$ cat src/logic/gcn_pkg.sv
// gcn_pkg: constants shared by the global clock net and loop controller
// assumes a 100 MHz system clock and an APB register port with 8-bit addresses
package gcn_pkg;
    // clock and timing
    localparam int CLK_MHZ = 100;
    localparam int CLK_PERIOD_NS = 10;
    localparam int LOCK_TIME_US = 50;
    localparam int LOCK_CYC = LOCK_TIME_US * 1000 / CLK_PERIOD_NS;
    localparam int REF_TIMEOUT_US = 200;
    localparam int REF_TIMEOUT_CYC = REF_TIMEOUT_US * 1000 / CLK_PERIOD_NS;
    localparam int LF_FREQ_HZ = 10000;
    localparam int LF_HALF_CYC = CLK_MHZ * 1000000 / (2 * LF_FREQ_HZ);
    localparam int HF_FREQ_KHZ = 48000;
    localparam int HF_HALF_RAW = CLK_MHZ * 1000 / (2 * HF_FREQ_KHZ);
    localparam int HF_HALF_CYC = (HF_HALF_RAW < 1) ? 1 : HF_HALF_RAW;
    // structure
    localparam int NUM_GLOBAL_BUFFER = 8;
    localparam int NUM_LUT_IN = 4;
    localparam int LF_BUF = 4;
    localparam int HF_BUF = 5;
    localparam logic [7:0] PIN_MASK = 8'hcf;
    localparam int SHIFT_W = 16;
    localparam int SYNC_W = 14;
    // loop reset and configuration busy reset high, so pins stay high-z until busy is seen low
    localparam logic [13:0] SYNC_RST = 14'h2400;
    localparam logic [2:0] MAX_DIV_LOG2 = 3'h6;
    // register offsets
    localparam logic [7:0] ADDR_ROUTE = 8'h00;
    localparam logic [7:0] ADDR_LOOP = 8'h04;
    localparam logic [7:0] ADDR_STATUS = 8'h08;
    // routing register fields
    localparam int ROUTE_W = 21;
    localparam int ROUTE_CLK_LSB = 0;
    localparam int ROUTE_LUT_LSB = 3;
    localparam int ROUTE_SR_LSB = 15;
    localparam int ROUTE_CE_LSB = 17;
    localparam int ROUTE_SR_USED = 19;
    localparam int ROUTE_SR_ASYNC = 20;
    localparam logic [20:0] ROUTE_RST = 21'h000000;
    // loop register fields
    localparam int LOOP_DIV_LSB = 0;
    localparam int LOOP_BYPASS = 3;
    localparam int LOOP_HOLD = 4;
    localparam int LOOP_DYN = 5;
    localparam int LOOP_REF_LSB = 6;
    localparam int LOOP_FB = 8;
    localparam int LOOP_PHASE_LSB = 12;
    localparam logic [15:0] LOOP_RST = 16'h0000;
    // status register fields
    localparam int STAT_LOCK = 8;
    localparam int STAT_BUSY = 9;
    localparam int STAT_LRST = 10;
    // reference source codes
    localparam logic [1:0] REF_PIN = 2'h0;
    localparam logic [1:0] REF_HF = 2'h1;
    localparam logic [1:0] REF_LF = 2'h2;
    // lock tracking states
    typedef enum logic [1:0] {
        LS_RESET = 2'b00,
        LS_ACQ = 2'b01,
        LS_LOCK = 2'b10
    } gcn_lock_t;
endpackage

$ cat src/logic/gcn_clock_ctrl.sv
// gcn_clock_ctrl: global buffers, block control routing, configuration
// tristate/reset and the frequency loop model with serial reprogramming
// assumes pins and the serial port arrive asynchronously; fabric inputs share i_clk
//
// The address map and register access over APB were chosen for this implementation.
`timescale 1ns/1ps
module gcn_clock_ctrl #(
    parameter int LOCK_CYC = gcn_pkg::LOCK_CYC,
    parameter int REF_TIMEOUT = gcn_pkg::REF_TIMEOUT_CYC,
    parameter int LF_HALF = gcn_pkg::LF_HALF_CYC,
    parameter int HF_HALF = gcn_pkg::HF_HALF_CYC
) (
    input wire logic i_clk,
    input wire logic i_sys_rst,
    input wire logic i_ce,
    input wire logic i_psel,
    input wire logic i_penable,
    input wire logic i_pwrite,
    input wire logic [7:0] i_paddr,
    input wire logic [31:0] i_pwdata,
    output logic [31:0] o_prdata,
    output logic o_pready,
    output logic o_pslverr,
    input wire logic [gcn_pkg::NUM_GLOBAL_BUFFER-1:0] i_global_pin,
    input wire logic i_config_busy,
    input wire logic i_loop_ref_pin,
    input wire logic i_loop_ref_fabric,
    input wire logic i_loop_feedback_pin,
    input wire logic i_loop_feedback_in,
    input wire logic i_loop_sclk,
    input wire logic i_loop_serial_data_in,
    input wire logic i_loop_reset_n,
    input wire logic [7:0] i_fine_delay_ctrl,
    output logic [gcn_pkg::NUM_GLOBAL_BUFFER-1:0] o_global_buffer,
    output logic [gcn_pkg::NUM_GLOBAL_BUFFER-1:0] o_pin_gpio,
    output logic o_global_tristate_ctrl,
    output logic o_global_reset,
    output logic o_blk_clk,
    output logic [gcn_pkg::NUM_LUT_IN-1:0] o_blk_lut_in,
    output logic o_blk_set_reset,
    output logic o_blk_clk_en,
    output logic o_blk_sr_async,
    output logic o_loop_out_to_global,
    output logic o_loop_out_to_fabric,
    output logic o_loop_lock,
    output logic [7:0] o_fine_delay
);
    import gcn_pkg::*;

    // buffer select decode, shared by every block input
    function automatic logic pick(input logic [7:0] b, input logic [2:0] s);
        return b[s];
    endfunction

    // two-flop synchroniser; stage one feeds only stage two
    logic [SYNC_W-1:0] sync1, sync2;
    always_ff @(posedge i_clk) begin
        if (i_sys_rst) begin
            sync1 <= SYNC_RST;
            sync2 <= SYNC_RST;
        end else if (i_ce) begin
            sync1 <= {i_loop_reset_n, i_loop_serial_data_in, i_loop_sclk, i_config_busy,
                i_loop_feedback_pin, i_loop_ref_pin, i_global_pin};
            sync2 <= sync1;
        end
    end
    wire [7:0] pin_s = sync2[7:0];
    wire busy_s = sync2[10];
    wire sclk_s = sync2[11];
    wire sdi_s = sync2[12];
    wire loop_rst_n = sync2[13];

    // on-chip oscillators as toggle dividers of i_clk
    localparam int OSC_HALF [2] = '{LF_HALF, HF_HALF};
    logic [1:0] osc_clk;
    for (genvar g = 0; g < 2; g++) begin : g_osc
        logic [15:0] cnt, next_cnt;
        logic tgl, next_tgl;
        always_comb begin
            next_cnt = cnt + 16'h0001;
            next_tgl = tgl;
            if (cnt == 16'(OSC_HALF[g] - 1)) begin
                next_cnt = 16'h0000;
                next_tgl = ~tgl;
            end
        end
        always_ff @(posedge i_clk) begin
            if (i_sys_rst) begin
                cnt <= 16'h0000;
                tgl <= 1'b0;
            end else if (i_ce) begin
                cnt <= next_cnt;
                tgl <= next_tgl;
            end
        end
        assign osc_clk[g] = tgl;
    end

    // global buffer sources
    // eight global buffers
    for (genvar g = 0; g < NUM_GLOBAL_BUFFER; g++) begin : g_global_buffer
        if (g == LF_BUF) begin : g_lf
            assign o_global_buffer[g] = osc_clk[0];
        end else if (g == HF_BUF) begin : g_hf
            assign o_global_buffer[g] = osc_clk[1];
        end else begin : g_pin
            assign o_global_buffer[g] = pin_s[g];
        end
    end
    assign o_pin_gpio = pin_s & PIN_MASK;

    // configuration: tristate while busy, clear held one cycle past the end
    logic busy_d, cfg_clear;
    assign cfg_clear = busy_s | busy_d;
    always_ff @(posedge i_clk) begin
        if (i_sys_rst) begin
            busy_d <= 1'b1;
            o_global_tristate_ctrl <= 1'b1;
            o_global_reset <= 1'b1;
        end else if (i_ce) begin
            busy_d <= busy_s;
            o_global_tristate_ctrl <= busy_s;
            o_global_reset <= cfg_clear;
        end
    end

    // register file, serial shifter and apb read path
    logic [ROUTE_W-1:0] route_r, next_route;
    logic [15:0] loop_r, next_loop, shreg, next_shreg;
    logic [31:0] next_prdata;
    logic next_slverr, sclk_d, rstn_d, rd_held, next_rd_held;
    wire sclk_rise = sclk_s & ~sclk_d;
    wire rst_rise = loop_rst_n & ~rstn_d;
    wire capture = i_psel & ~rd_held;
    wire wr = i_psel & i_penable & i_pwrite & o_pready;
    always_comb begin
        next_route = route_r;
        next_loop = loop_r;
        next_shreg = shreg;
        next_prdata = o_prdata;
        next_slverr = o_pslverr;
        next_rd_held = rd_held;
        if (wr && i_paddr == ADDR_ROUTE) begin
            next_route = i_pwdata[ROUTE_W-1:0];
        end
        if (wr && i_paddr == ADDR_LOOP) begin
            next_loop = i_pwdata[15:0];
        end
        if (sclk_rise) begin
            next_shreg = {shreg[SHIFT_W-2:0], sdi_s};
        end
        // reset release loads settings; beats a bus write
        if (rst_rise) begin
            next_loop = shreg;
        end
        // read data is taken once per transfer, normally in the setup cycle;
        // a setup cycle lost to a low clock enable costs one wait state
        if (capture) begin
            next_rd_held = 1'b1;
            next_slverr = 1'b0;
            next_prdata = 32'h00000000;
            case (i_paddr)
                ADDR_ROUTE: next_prdata[ROUTE_W-1:0] = route_r;
                ADDR_LOOP: next_prdata[15:0] = loop_r;
                ADDR_STATUS: begin
                    next_prdata[7:0] = o_global_buffer;
                    next_prdata[STAT_LOCK] = o_loop_lock;
                    next_prdata[STAT_BUSY] = busy_s;
                    next_prdata[STAT_LRST] = ~loop_rst_n;
                end
                default: next_slverr = 1'b1;
            endcase
        end
        // the completing edge frees the holder for the next transfer
        if (i_psel && i_penable && o_pready) begin
            next_rd_held = 1'b0;
        end
    end
    always_ff @(posedge i_clk) begin
        if (i_sys_rst) begin
            route_r <= ROUTE_RST;
            loop_r <= LOOP_RST;
            shreg <= 16'h0000;
            sclk_d <= 1'b0;
            rstn_d <= 1'b1;
            o_prdata <= 32'h00000000;
            o_pslverr <= 1'b0;
            rd_held <= 1'b0;
        end else if (i_ce) begin
            route_r <= next_route;
            loop_r <= next_loop;
            shreg <= next_shreg;
            sclk_d <= sclk_s;
            rstn_d <= loop_rst_n;
            o_prdata <= next_prdata;
            o_pslverr <= next_slverr;
            rd_held <= next_rd_held;
        end
    end
    // a frozen block cannot take a transfer, nor one whose read data is not yet held
    assign o_pready = i_ce & rd_held;

    // logic block control selection, one set shared by all eight cells
    logic next_blk_clk, next_sr, next_ce, sr_src;
    logic [NUM_LUT_IN-1:0] next_lut;
    assign sr_src = pick(o_global_buffer, {route_r[ROUTE_SR_LSB +: 2], 1'b0});
    always_comb begin
        next_blk_clk = pick(o_global_buffer, route_r[ROUTE_CLK_LSB +: 3]);
        for (int i = 0; i < NUM_LUT_IN; i++) begin
            next_lut[i] = pick(o_global_buffer, route_r[ROUTE_LUT_LSB + 3 * i +: 3]);
        end
        next_ce = pick(o_global_buffer, {route_r[ROUTE_CE_LSB +: 2], 1'b1});
        next_sr = 1'b0;
        if (cfg_clear) begin
            next_sr = 1'b1;
        end else if (route_r[ROUTE_SR_USED]) begin
            next_sr = sr_src;
        end
    end
    always_ff @(posedge i_clk) begin
        if (i_sys_rst) begin
            o_blk_clk <= 1'b0;
            o_blk_lut_in <= '0;
            o_blk_set_reset <= 1'b1;
            o_blk_clk_en <= 1'b0;
            o_blk_sr_async <= 1'b0;
        end else if (i_ce) begin
            o_blk_clk <= next_blk_clk;
            o_blk_lut_in <= next_lut;
            o_blk_set_reset <= next_sr;
            o_blk_clk_en <= next_ce;
            o_blk_sr_async <= route_r[ROUTE_SR_ASYNC];
        end
    end

    // loop: source muxes, activity watchdogs, lock tracking, output divider
    gcn_lock_t st, next_st;
    logic [31:0] lock_cnt, next_lock_cnt;
    logic [15:0] ref_wd, fb_wd, next_ref_wd, next_fb_wd;
    logic [6:0] div_cnt;
    logic ref_d, fb_d, ref_now, fb_now, next_out, next_lock, syn_clk;
    logic [2:0] div_raw, div_log2;
    logic [6:0] phased;
    logic act, phase_chg, dyn;
    always_comb begin
        case (loop_r[LOOP_REF_LSB +: 2])
            REF_PIN: ref_now = sync2[8];
            REF_HF: ref_now = osc_clk[1];
            REF_LF: ref_now = osc_clk[0];
            default: ref_now = i_loop_ref_fabric;
        endcase
        fb_now = loop_r[LOOP_FB] ? sync2[9] : i_loop_feedback_in;
    end
    assign div_raw = loop_r[LOOP_DIV_LSB +: 3];
    assign div_log2 = (div_raw > MAX_DIV_LOG2) ? MAX_DIV_LOG2 : div_raw;
    assign phased = div_cnt + {3'h0, loop_r[LOOP_PHASE_LSB +: 4]};
    assign syn_clk = phased[div_log2];
    assign dyn = loop_r[LOOP_DYN];
    assign act = (ref_wd < 16'(REF_TIMEOUT)) && (fb_wd < 16'(REF_TIMEOUT));
    assign phase_chg = dyn && (next_loop[LOOP_PHASE_LSB +: 4] != loop_r[LOOP_PHASE_LSB +: 4]);
    always_comb begin
        next_ref_wd = (ref_wd == 16'hffff) ? ref_wd : ref_wd + 16'h0001;
        next_fb_wd = (fb_wd == 16'hffff) ? fb_wd : fb_wd + 16'h0001;
        if (ref_now && !ref_d) begin
            next_ref_wd = 16'h0000;
        end
        if (fb_now && !fb_d) begin
            next_fb_wd = 16'h0000;
        end
        next_st = st;
        next_lock_cnt = lock_cnt;
        case (st)
            LS_RESET: begin
                next_st = LS_ACQ;
                next_lock_cnt = 32'h00000000;
            end
            LS_ACQ: begin
                if (!act) begin
                    next_lock_cnt = 32'h00000000;
                end else if (lock_cnt == 32'(LOCK_CYC - 1)) begin
                    next_st = LS_LOCK;
                end else begin
                    next_lock_cnt = lock_cnt + 32'h00000001;
                end
            end
            LS_LOCK: begin
                if (!act) begin
                    next_st = LS_ACQ;
                    next_lock_cnt = 32'h00000000;
                end
            end
            default: next_st = LS_RESET;
        endcase
        if (phase_chg && st != LS_RESET) begin
            next_st = LS_ACQ;
            next_lock_cnt = 32'h00000000;
        end
        if (!loop_rst_n || cfg_clear) begin
            next_st = LS_RESET;
        end
        next_lock = (next_st == LS_LOCK);
        next_out = o_loop_out_to_global;
        if (!loop_r[LOOP_HOLD]) begin
            next_out = loop_r[LOOP_BYPASS] ? ref_now : syn_clk;
        end
    end
    always_ff @(posedge i_clk) begin
        if (i_sys_rst) begin
            st <= LS_RESET;
            lock_cnt <= 32'h00000000;
            ref_wd <= 16'hffff;
            fb_wd <= 16'hffff;
            ref_d <= 1'b0;
            fb_d <= 1'b0;
            div_cnt <= 7'h00;
            o_loop_lock <= 1'b0;
            o_loop_out_to_global <= 1'b0;
            o_fine_delay <= 8'h00;
        end else if (i_ce) begin
            st <= next_st;
            lock_cnt <= next_lock_cnt;
            ref_wd <= next_ref_wd;
            fb_wd <= next_fb_wd;
            ref_d <= ref_now;
            fb_d <= fb_now;
            div_cnt <= div_cnt + 7'h01;
            o_loop_lock <= next_lock;
            o_loop_out_to_global <= next_out;
            o_fine_delay <= dyn ? i_fine_delay_ctrl : 8'h00;
        end
    end
    assign o_loop_out_to_fabric = o_loop_out_to_global;
endmodule

$ cat config.mk
export PLATFORM = sky130hd
export DESIGN_NAME = gcn_clock_ctrl
export DESIGN_NICKNAME = d
export VERILOG_FILES = /design/src/logic/gcn_pkg.sv /design/src/logic/gcn_clock_ctrl.sv
export SDC_FILE = /design/constraint.sdc
export NUM_CORES = 1
export LEC_CHECK = 0
export ABC_CLOCK_PERIOD_IN_PS = 2750
export BUFFER_PORTS_ARGS = -buffer_cell sky130_fd_sc_hd__buf_2
export CAP_MARGIN = 25
export CORE_UTILIZATION = 40
export DETAILED_ROUTE_END_ITERATION = 8
export SETUP_SLACK_MARGIN = 0.3
export SLEW_MARGIN = 40
export SYNTH_ARGS = -nofsm -noshare
export SYNTH_HDL_FRONTEND = slang
export SYNTH_SLANG_ARGS = --single-unit
$ cat constraint.sdc
create_clock -name i_clk -period 2.75 [get_ports i_clk]
set_clock_uncertainty 0.05 [all_clocks]
set_input_delay 0.1375 -clock i_clk [delete_from_list [all_inputs] [get_ports i_clk]]
set_output_delay 0.1375 -clock i_clk [all_outputs]
set_load 0.02 [all_outputs]
==> metrics, run 1 <==
status=finished clean; first-pass GRT wire length=47600 um; Remaining DRCs=0; share of cells above drive strength 1=16.9%; worst-case vdd ir drop=0.367 mV; post-synthesis sequential area ratio=41.2%; Max Used Layer=met4; cell taking the most area after synthesis=dfxtp_1; HP Class=in2reg; post-synth top area share=41.2%; Netlist cell types=65; Row Count=60; Hold Fails Final Rpt=0; max-cap check violation count=0; crit-path cells=nor4_2, nand3_1, or4_1, nor2b_2, buf_4, a32o_1, a22o_1; Fmax achieved=0.421 GHz; CTS sink count=231; PnR worst setup slack=375 ps; nets=1532; Sequential Power Share=43.8%; Remaining Overflow, GRT=0; Non-Filler Instances=1842; Internal Pwr Total=6.20 mW; routed length on met2=13400 um; die width=169 um; overall power=8.60 mW; Core ar.=0.0273 mm^2; routed vias=9802; vias in the first global route=9058; Final Instance Area=0.0135 mm^2; CTS tree=built; Post-Place Worst Slack=277 ps; min-delay src=i_pwrite; P_sw=2.40 mW; combinational power share=16.1%; Net Sw Frac=28.0%; Final Hold Slack=29.9 ps; CP Max Fanout=8; Worst slew margin=46.1%; Metal-1 WL=14300 um; ys flop type=dfxtp_1; fin crit share=86.4%; crit path DAT=2740 ps; top area cells in the synthesized netlist=dfxtp_1 (41%), nand2_1 (5.7%), nor2_1 (5.5%); Detail Placement HPWL=20200 um; Synth-to-Final Area Change=20.8%; height of the die=169 um; CP startpoint=lock_cnt[17]; top-count cell post-synth=dfxtp_1; Clock Path Buffers=3; drt wl/cell=16.2 um; Placed Instance Area=0.0120 mm^2; post-synthesis instance area=0.0112 mm^2; initial antenna violation count=1; Post-synth EDFFs=0; DR WL met3=1510 um; Pre-Repair DR Iteration Count=6; Clk Latency, worst-skew pair=520 ps; unrepaired setup endpoints after global routing=true; IO Port Bufs=114; DR iter-0 viols=635; die area=0.0287 mm^2; Ports=141; Post-synth top cells=dfxtp_1 (231), nand2_1 (169), nor2_1 (165); Antenna Violating Nets Remaining=0; minimum clock period after layout=2370 ps; Pins Over Slew Limit=0; Yosys warnings=0; Worst Tran Pin Value=808 ps; critical path required time=3120 ps; Static Leak=5.45 nW; synthesized area per cell=8.55 um^2; Setup Viol. Count Final=0; antenna cells=0; Crit Path Class=reg2reg; Syn Inst Count=1311; Worst setup SP type=flip-flop; CP Buf/Inv Count=1; largest net degree at the start of global routing=78; CTS H-tree lvls=1; routed vias/inst=5.32; DP Cell Count=1739; CTS root buffer=clkbuf_16; Reg clk slew, reported paths=60 ps; Clk pwr share=40.2%; gr usage total=20.5%; r2r startpoint=lock_cnt[17]; critical path's top delay family=simple AND/OR/NAND/NOR gates; TritonCTS Buffers=26; starting density of the core=41.1%; Seq cells post-synth=231; Power Density=635 mW/mm^2; total length of routed wires=29900 um; global placer's final weighted congestion=0.859; slowest cell delay on critical path=570 ps; Crit. End Element=flip-flop; post-layout util=49.7%; Slowest cell on crit path=or4_1; ys async rst share=0%; Setup TNS=0 ps
[layout make-up]
| class | instances | area [um^2] |
|---|---|---|
| well taps | 372 | 465 |
| flip-flops and latches | 231 | 4640 |
| clock buffers | 36 | 739 |
| fillers | 2614 | 13700 |
| clock inverters | 12 | 119 |
| repair buffers | 202 | 1380 |
| inverters | 22 | 82.6 |
| multi-input cells | 967 | 6110 |
[routing by layer]
layer | vias up | global-route usage, %
met2 | 261 | 32.3
met5 | - | 0
met4 | 0 | 5.95
met3 | 43 | 2.59
li1 | 4899 | -
met1 | 4599 | 29.4
[cell usage in the layout, fill, tap and decap left out, types with 34 or more instances in the layout]
| master | Yosys | final |
|---|---|---|
| nand4_1 | 34 | 34 |
| nor2_1 | 165 | 165 |
| xor2_1 | 51 | 51 |
| nand3_1 | 48 | 48 |
| dlygate4sd3_1 | 0 | 51 |
| a21oi_1 | 64 | 63 |
| mux2i_1 | 50 | 50 |
| buf_4 | 31 | 35 |
| nand2_1 | 169 | 169 |
| buf_2 | 8 | 112 |
| dfxtp_1 | 231 | 219 |
[power by group through the flow]
stage                     Sequential [mW]  Clock, mW  Combinational [mW]
after floorplan                      3.78          0               0.992
after detailed placement             3.83          0                1.26
after global placement               3.83          0                1.24
after CTS                            3.76       3.55                1.32
after global routing                 3.79       3.68                1.54
final                                3.76       3.46                1.38
[tightest hold or removal path: stages]
cell     delay, ps
buf_2          110
nand2_1         80
nor3_2          70
nand2_1         80
a21oi_1         60
[worst paths after layout]
| path | end | slack [ps] | cells after the start |
|---|---|---|---|
| worst min-delay path | route_r[17] | 30 | 5 |
| worst min register to register | sync2[13] | 420 | 1 |
| worst max-delay path | lock_cnt[6] | 380 | 7 |
| worst max register to register | lock_cnt[6] | 380 | 7 |
[kinds of logic (layout without fill, tap and decap cells)]
group	after synthesis	count (layout)	share of synthesized area, %
DFF	231	231	41.2
buffers and inverters	126	272	5.48
xor gates and xnor gates	70	70	5.47
and+or+nand+nor	574	575	24.5
adders and majority gates	12	12	1.41
other	1	13	0.0334
muxes	65	65	7.28
AOI/OAI and AO/OA	232	232	14.6
[repair_timing]
item / CTS / global route
pin swaps: 0 / 5
hold buffers: 51 / 0
endpoints found under the setup margin: 3 / 46
hold endpoints to repair: 71 / 0
gates cloned: 0 / 2
setup buffers: 0 / 2
gates resized for setup: 1 / 32
[state kept, by name (all words and copies together) (netlist names), 2 cells and up]
signal,count
sync1,12
st,2
o_prdata,21
o_fine_delay,8
lock_cnt,32
loop_r,16
ref_wd,16
sync2,12
div_cnt,7
shreg,16
o_blk_lut_in,4
g_osc.tgl,2
g_osc.cnt,32
fb_wd,16
route_r,21
Power figures use the tool's default switching activity.
==> run 2: changes to the inputs <==
- ABC_CLOCK_PERIOD_IN_PS: 2750 -> 2100
- clock period: 2.75 -> 2.1 ns (I/O delays scaled with it)
==> metrics, run 2 (synthesis results as in run 1) <==
global placer's final weighted congestion=0.865; Detail Placement HPWL=21800 um; CTS sink count=231; share of cells above drive strength 1=28.9%; CTS tree=built; die width=169 um; Static Leak=6.25 nW; Non-Filler Instances=1962; Crit. End Element=flip-flop; overall power=11.9 mW; Power Density=784 mW/mm^2; Clk Latency, worst-skew pair=540 ps; CTS H-tree lvls=1; DP Cell Count=1852; fin crit share=107%; gr usage total=22.1%; largest net degree at the start of global routing=95; first-pass GRT wire length=50900 um; nets=1654; Pre-Repair DR Iteration Count=7; Core ar.=0.0273 mm^2; Internal Pwr Total=8.42 mW; Row Count=60; IO Port Bufs=114; initial antenna violation count=0; commonest non-fill, non-tap cells in the layout=dfxtp_1 (201), nand2_1 (165), nor2_1 (159); unrepaired setup endpoints after global routing=true; P_sw=3.45 mW; critical path required time=2510 ps; slowest cell delay on critical path=440 ps; die area=0.0287 mm^2; Remaining Overflow, GRT=0; Final Hold Slack=30.5 ps; combinational power share=21.3%; crit-path cells=xor2_1, o41ai_4, o41ai_4, a2111oi_4, buf_4, and2_4, a221o_1; Clk pwr share=37.8%; DR iter-0 viols=652; CP Max Fanout=6; Antenna Violating Nets Remaining=0; Hold Fails Final Rpt=0; most frequent CP cell=o41ai_4; Worst slew margin=53.7%; routed vias=10449; Slowest cell on crit path=a2111oi_4; critical path's top delay family=compound AO/OA/AOI/OAI gates; CTS root buffer=clkbuf_16; worst-case vdd ir drop=0.472 mV; Post-Place Worst Slack=-189 ps; vias in the first global route=9792; Worst Tran Pin Value=692 ps; Largest regs=g_osc.cnt: 32 flops, lock_cnt: 32 flops; Remaining DRCs=0; Setup Viol. Count Final=41; TritonCTS Buffers=27; routed vias/inst=5.33; Worst setup SP type=flip-flop; Crit Path Class=reg2reg; Ports=141; status=finished with violations; Synth-to-Final Area Change=35.0%; most common cell after layout, fill and taps aside=dfxtp_1; CP Buf/Inv Count=1; Net Sw Frac=29.1%; Reg clk slew, reported paths=60 ps; Clock Path Buffers=3; failing checks=negative setup slack; Fmax achieved=0.445 GHz; max-cap check violation count=0; HP Class=in2reg; crit path DAT=2660 ps; Pins Over Slew Limit=0; drt wl/cell=16.5 um; minimum clock period after layout=2250 ps; height of the die=169 um; post-layout util=55.6%; antenna cells=0; total length of routed wires=32400 um; starting density of the core=41.1%; Sequential Power Share=40.9%; PnR worst setup slack=-149 ps
==> run 2: path summary, 6_finish.rpt <==
path / startpoint / endpoint / slack, ps / cells after the start
setup / recovery: shreg[13] / lock_cnt[4] / -150 / 7
setup reg to reg: shreg[13] / lock_cnt[4] / -150 / 7
hold reg to reg: sync2[12] / shreg[0] / 410 / 2
hold / removal: i_penable / rd_held / 30 / 4
==> run 2: worst register-to-register path, delay by kind of cell, from the launching register on <==
family / cells / cell delay, ps
xor gates and xnor gates: 1 / 200
buffers and inverters: 1 / 210
AOI/OAI and AO/OA: 4 / 1170
DFF: 1 / 330
and+or+nand+nor: 1 / 210
==> run 2: what timing repair did <==
action,in CTS,in global routing
buffers inserted,7,5
gates cloned,3,1
hold buffers,47,0
setup endpoints to repair,65,91
endpoints found under the hold margin,73,0
gates resized for setup,75,68
pin swaps,45,65
==> run 2: per-layer routing <==
layer / wire, um / track usage [%] / up-vias
met5: 0 / 0 / -
met4: 922 / 6.54 / 0
met3: 1420 / 2.85 / 50
met2: 15400 / 37.0 / 262
met1: 14700 / 29.6 / 4994
li1: - / - / 5143
==> run 2: cell type report <==
type	instances	area, um^2
repair buffers	321	2410
multi-input cells	969	6650
flip-flops and latches	231	4690
inverters	22	82.6
clock buffers	38	767
fillers	2465	12100
well taps	372	465
clock inverters	9	77.6
==> run 2: power by group through the flow <==
stage          clock network, mW  registers, mW  logic [mW]
4_1_cts                     4.57           4.85        2.33
6_report                    4.49           4.85        2.53
2_1_floorplan                  0           4.96        1.37
3_5_place_dp                   0           4.93        2.08
3_3_place_gp                   0           4.93        2.05
5_1_grt                     4.74           4.88        2.77
==> run 2: stage by stage <==
stage	setup TNS, ps	cell area [um^2]
CTS	-1690	14800
global placement	-2700	13100
floorplan	-386	11400
detailed placement	-4370	13100
global route	-6850	15100
finish	-3480	15100
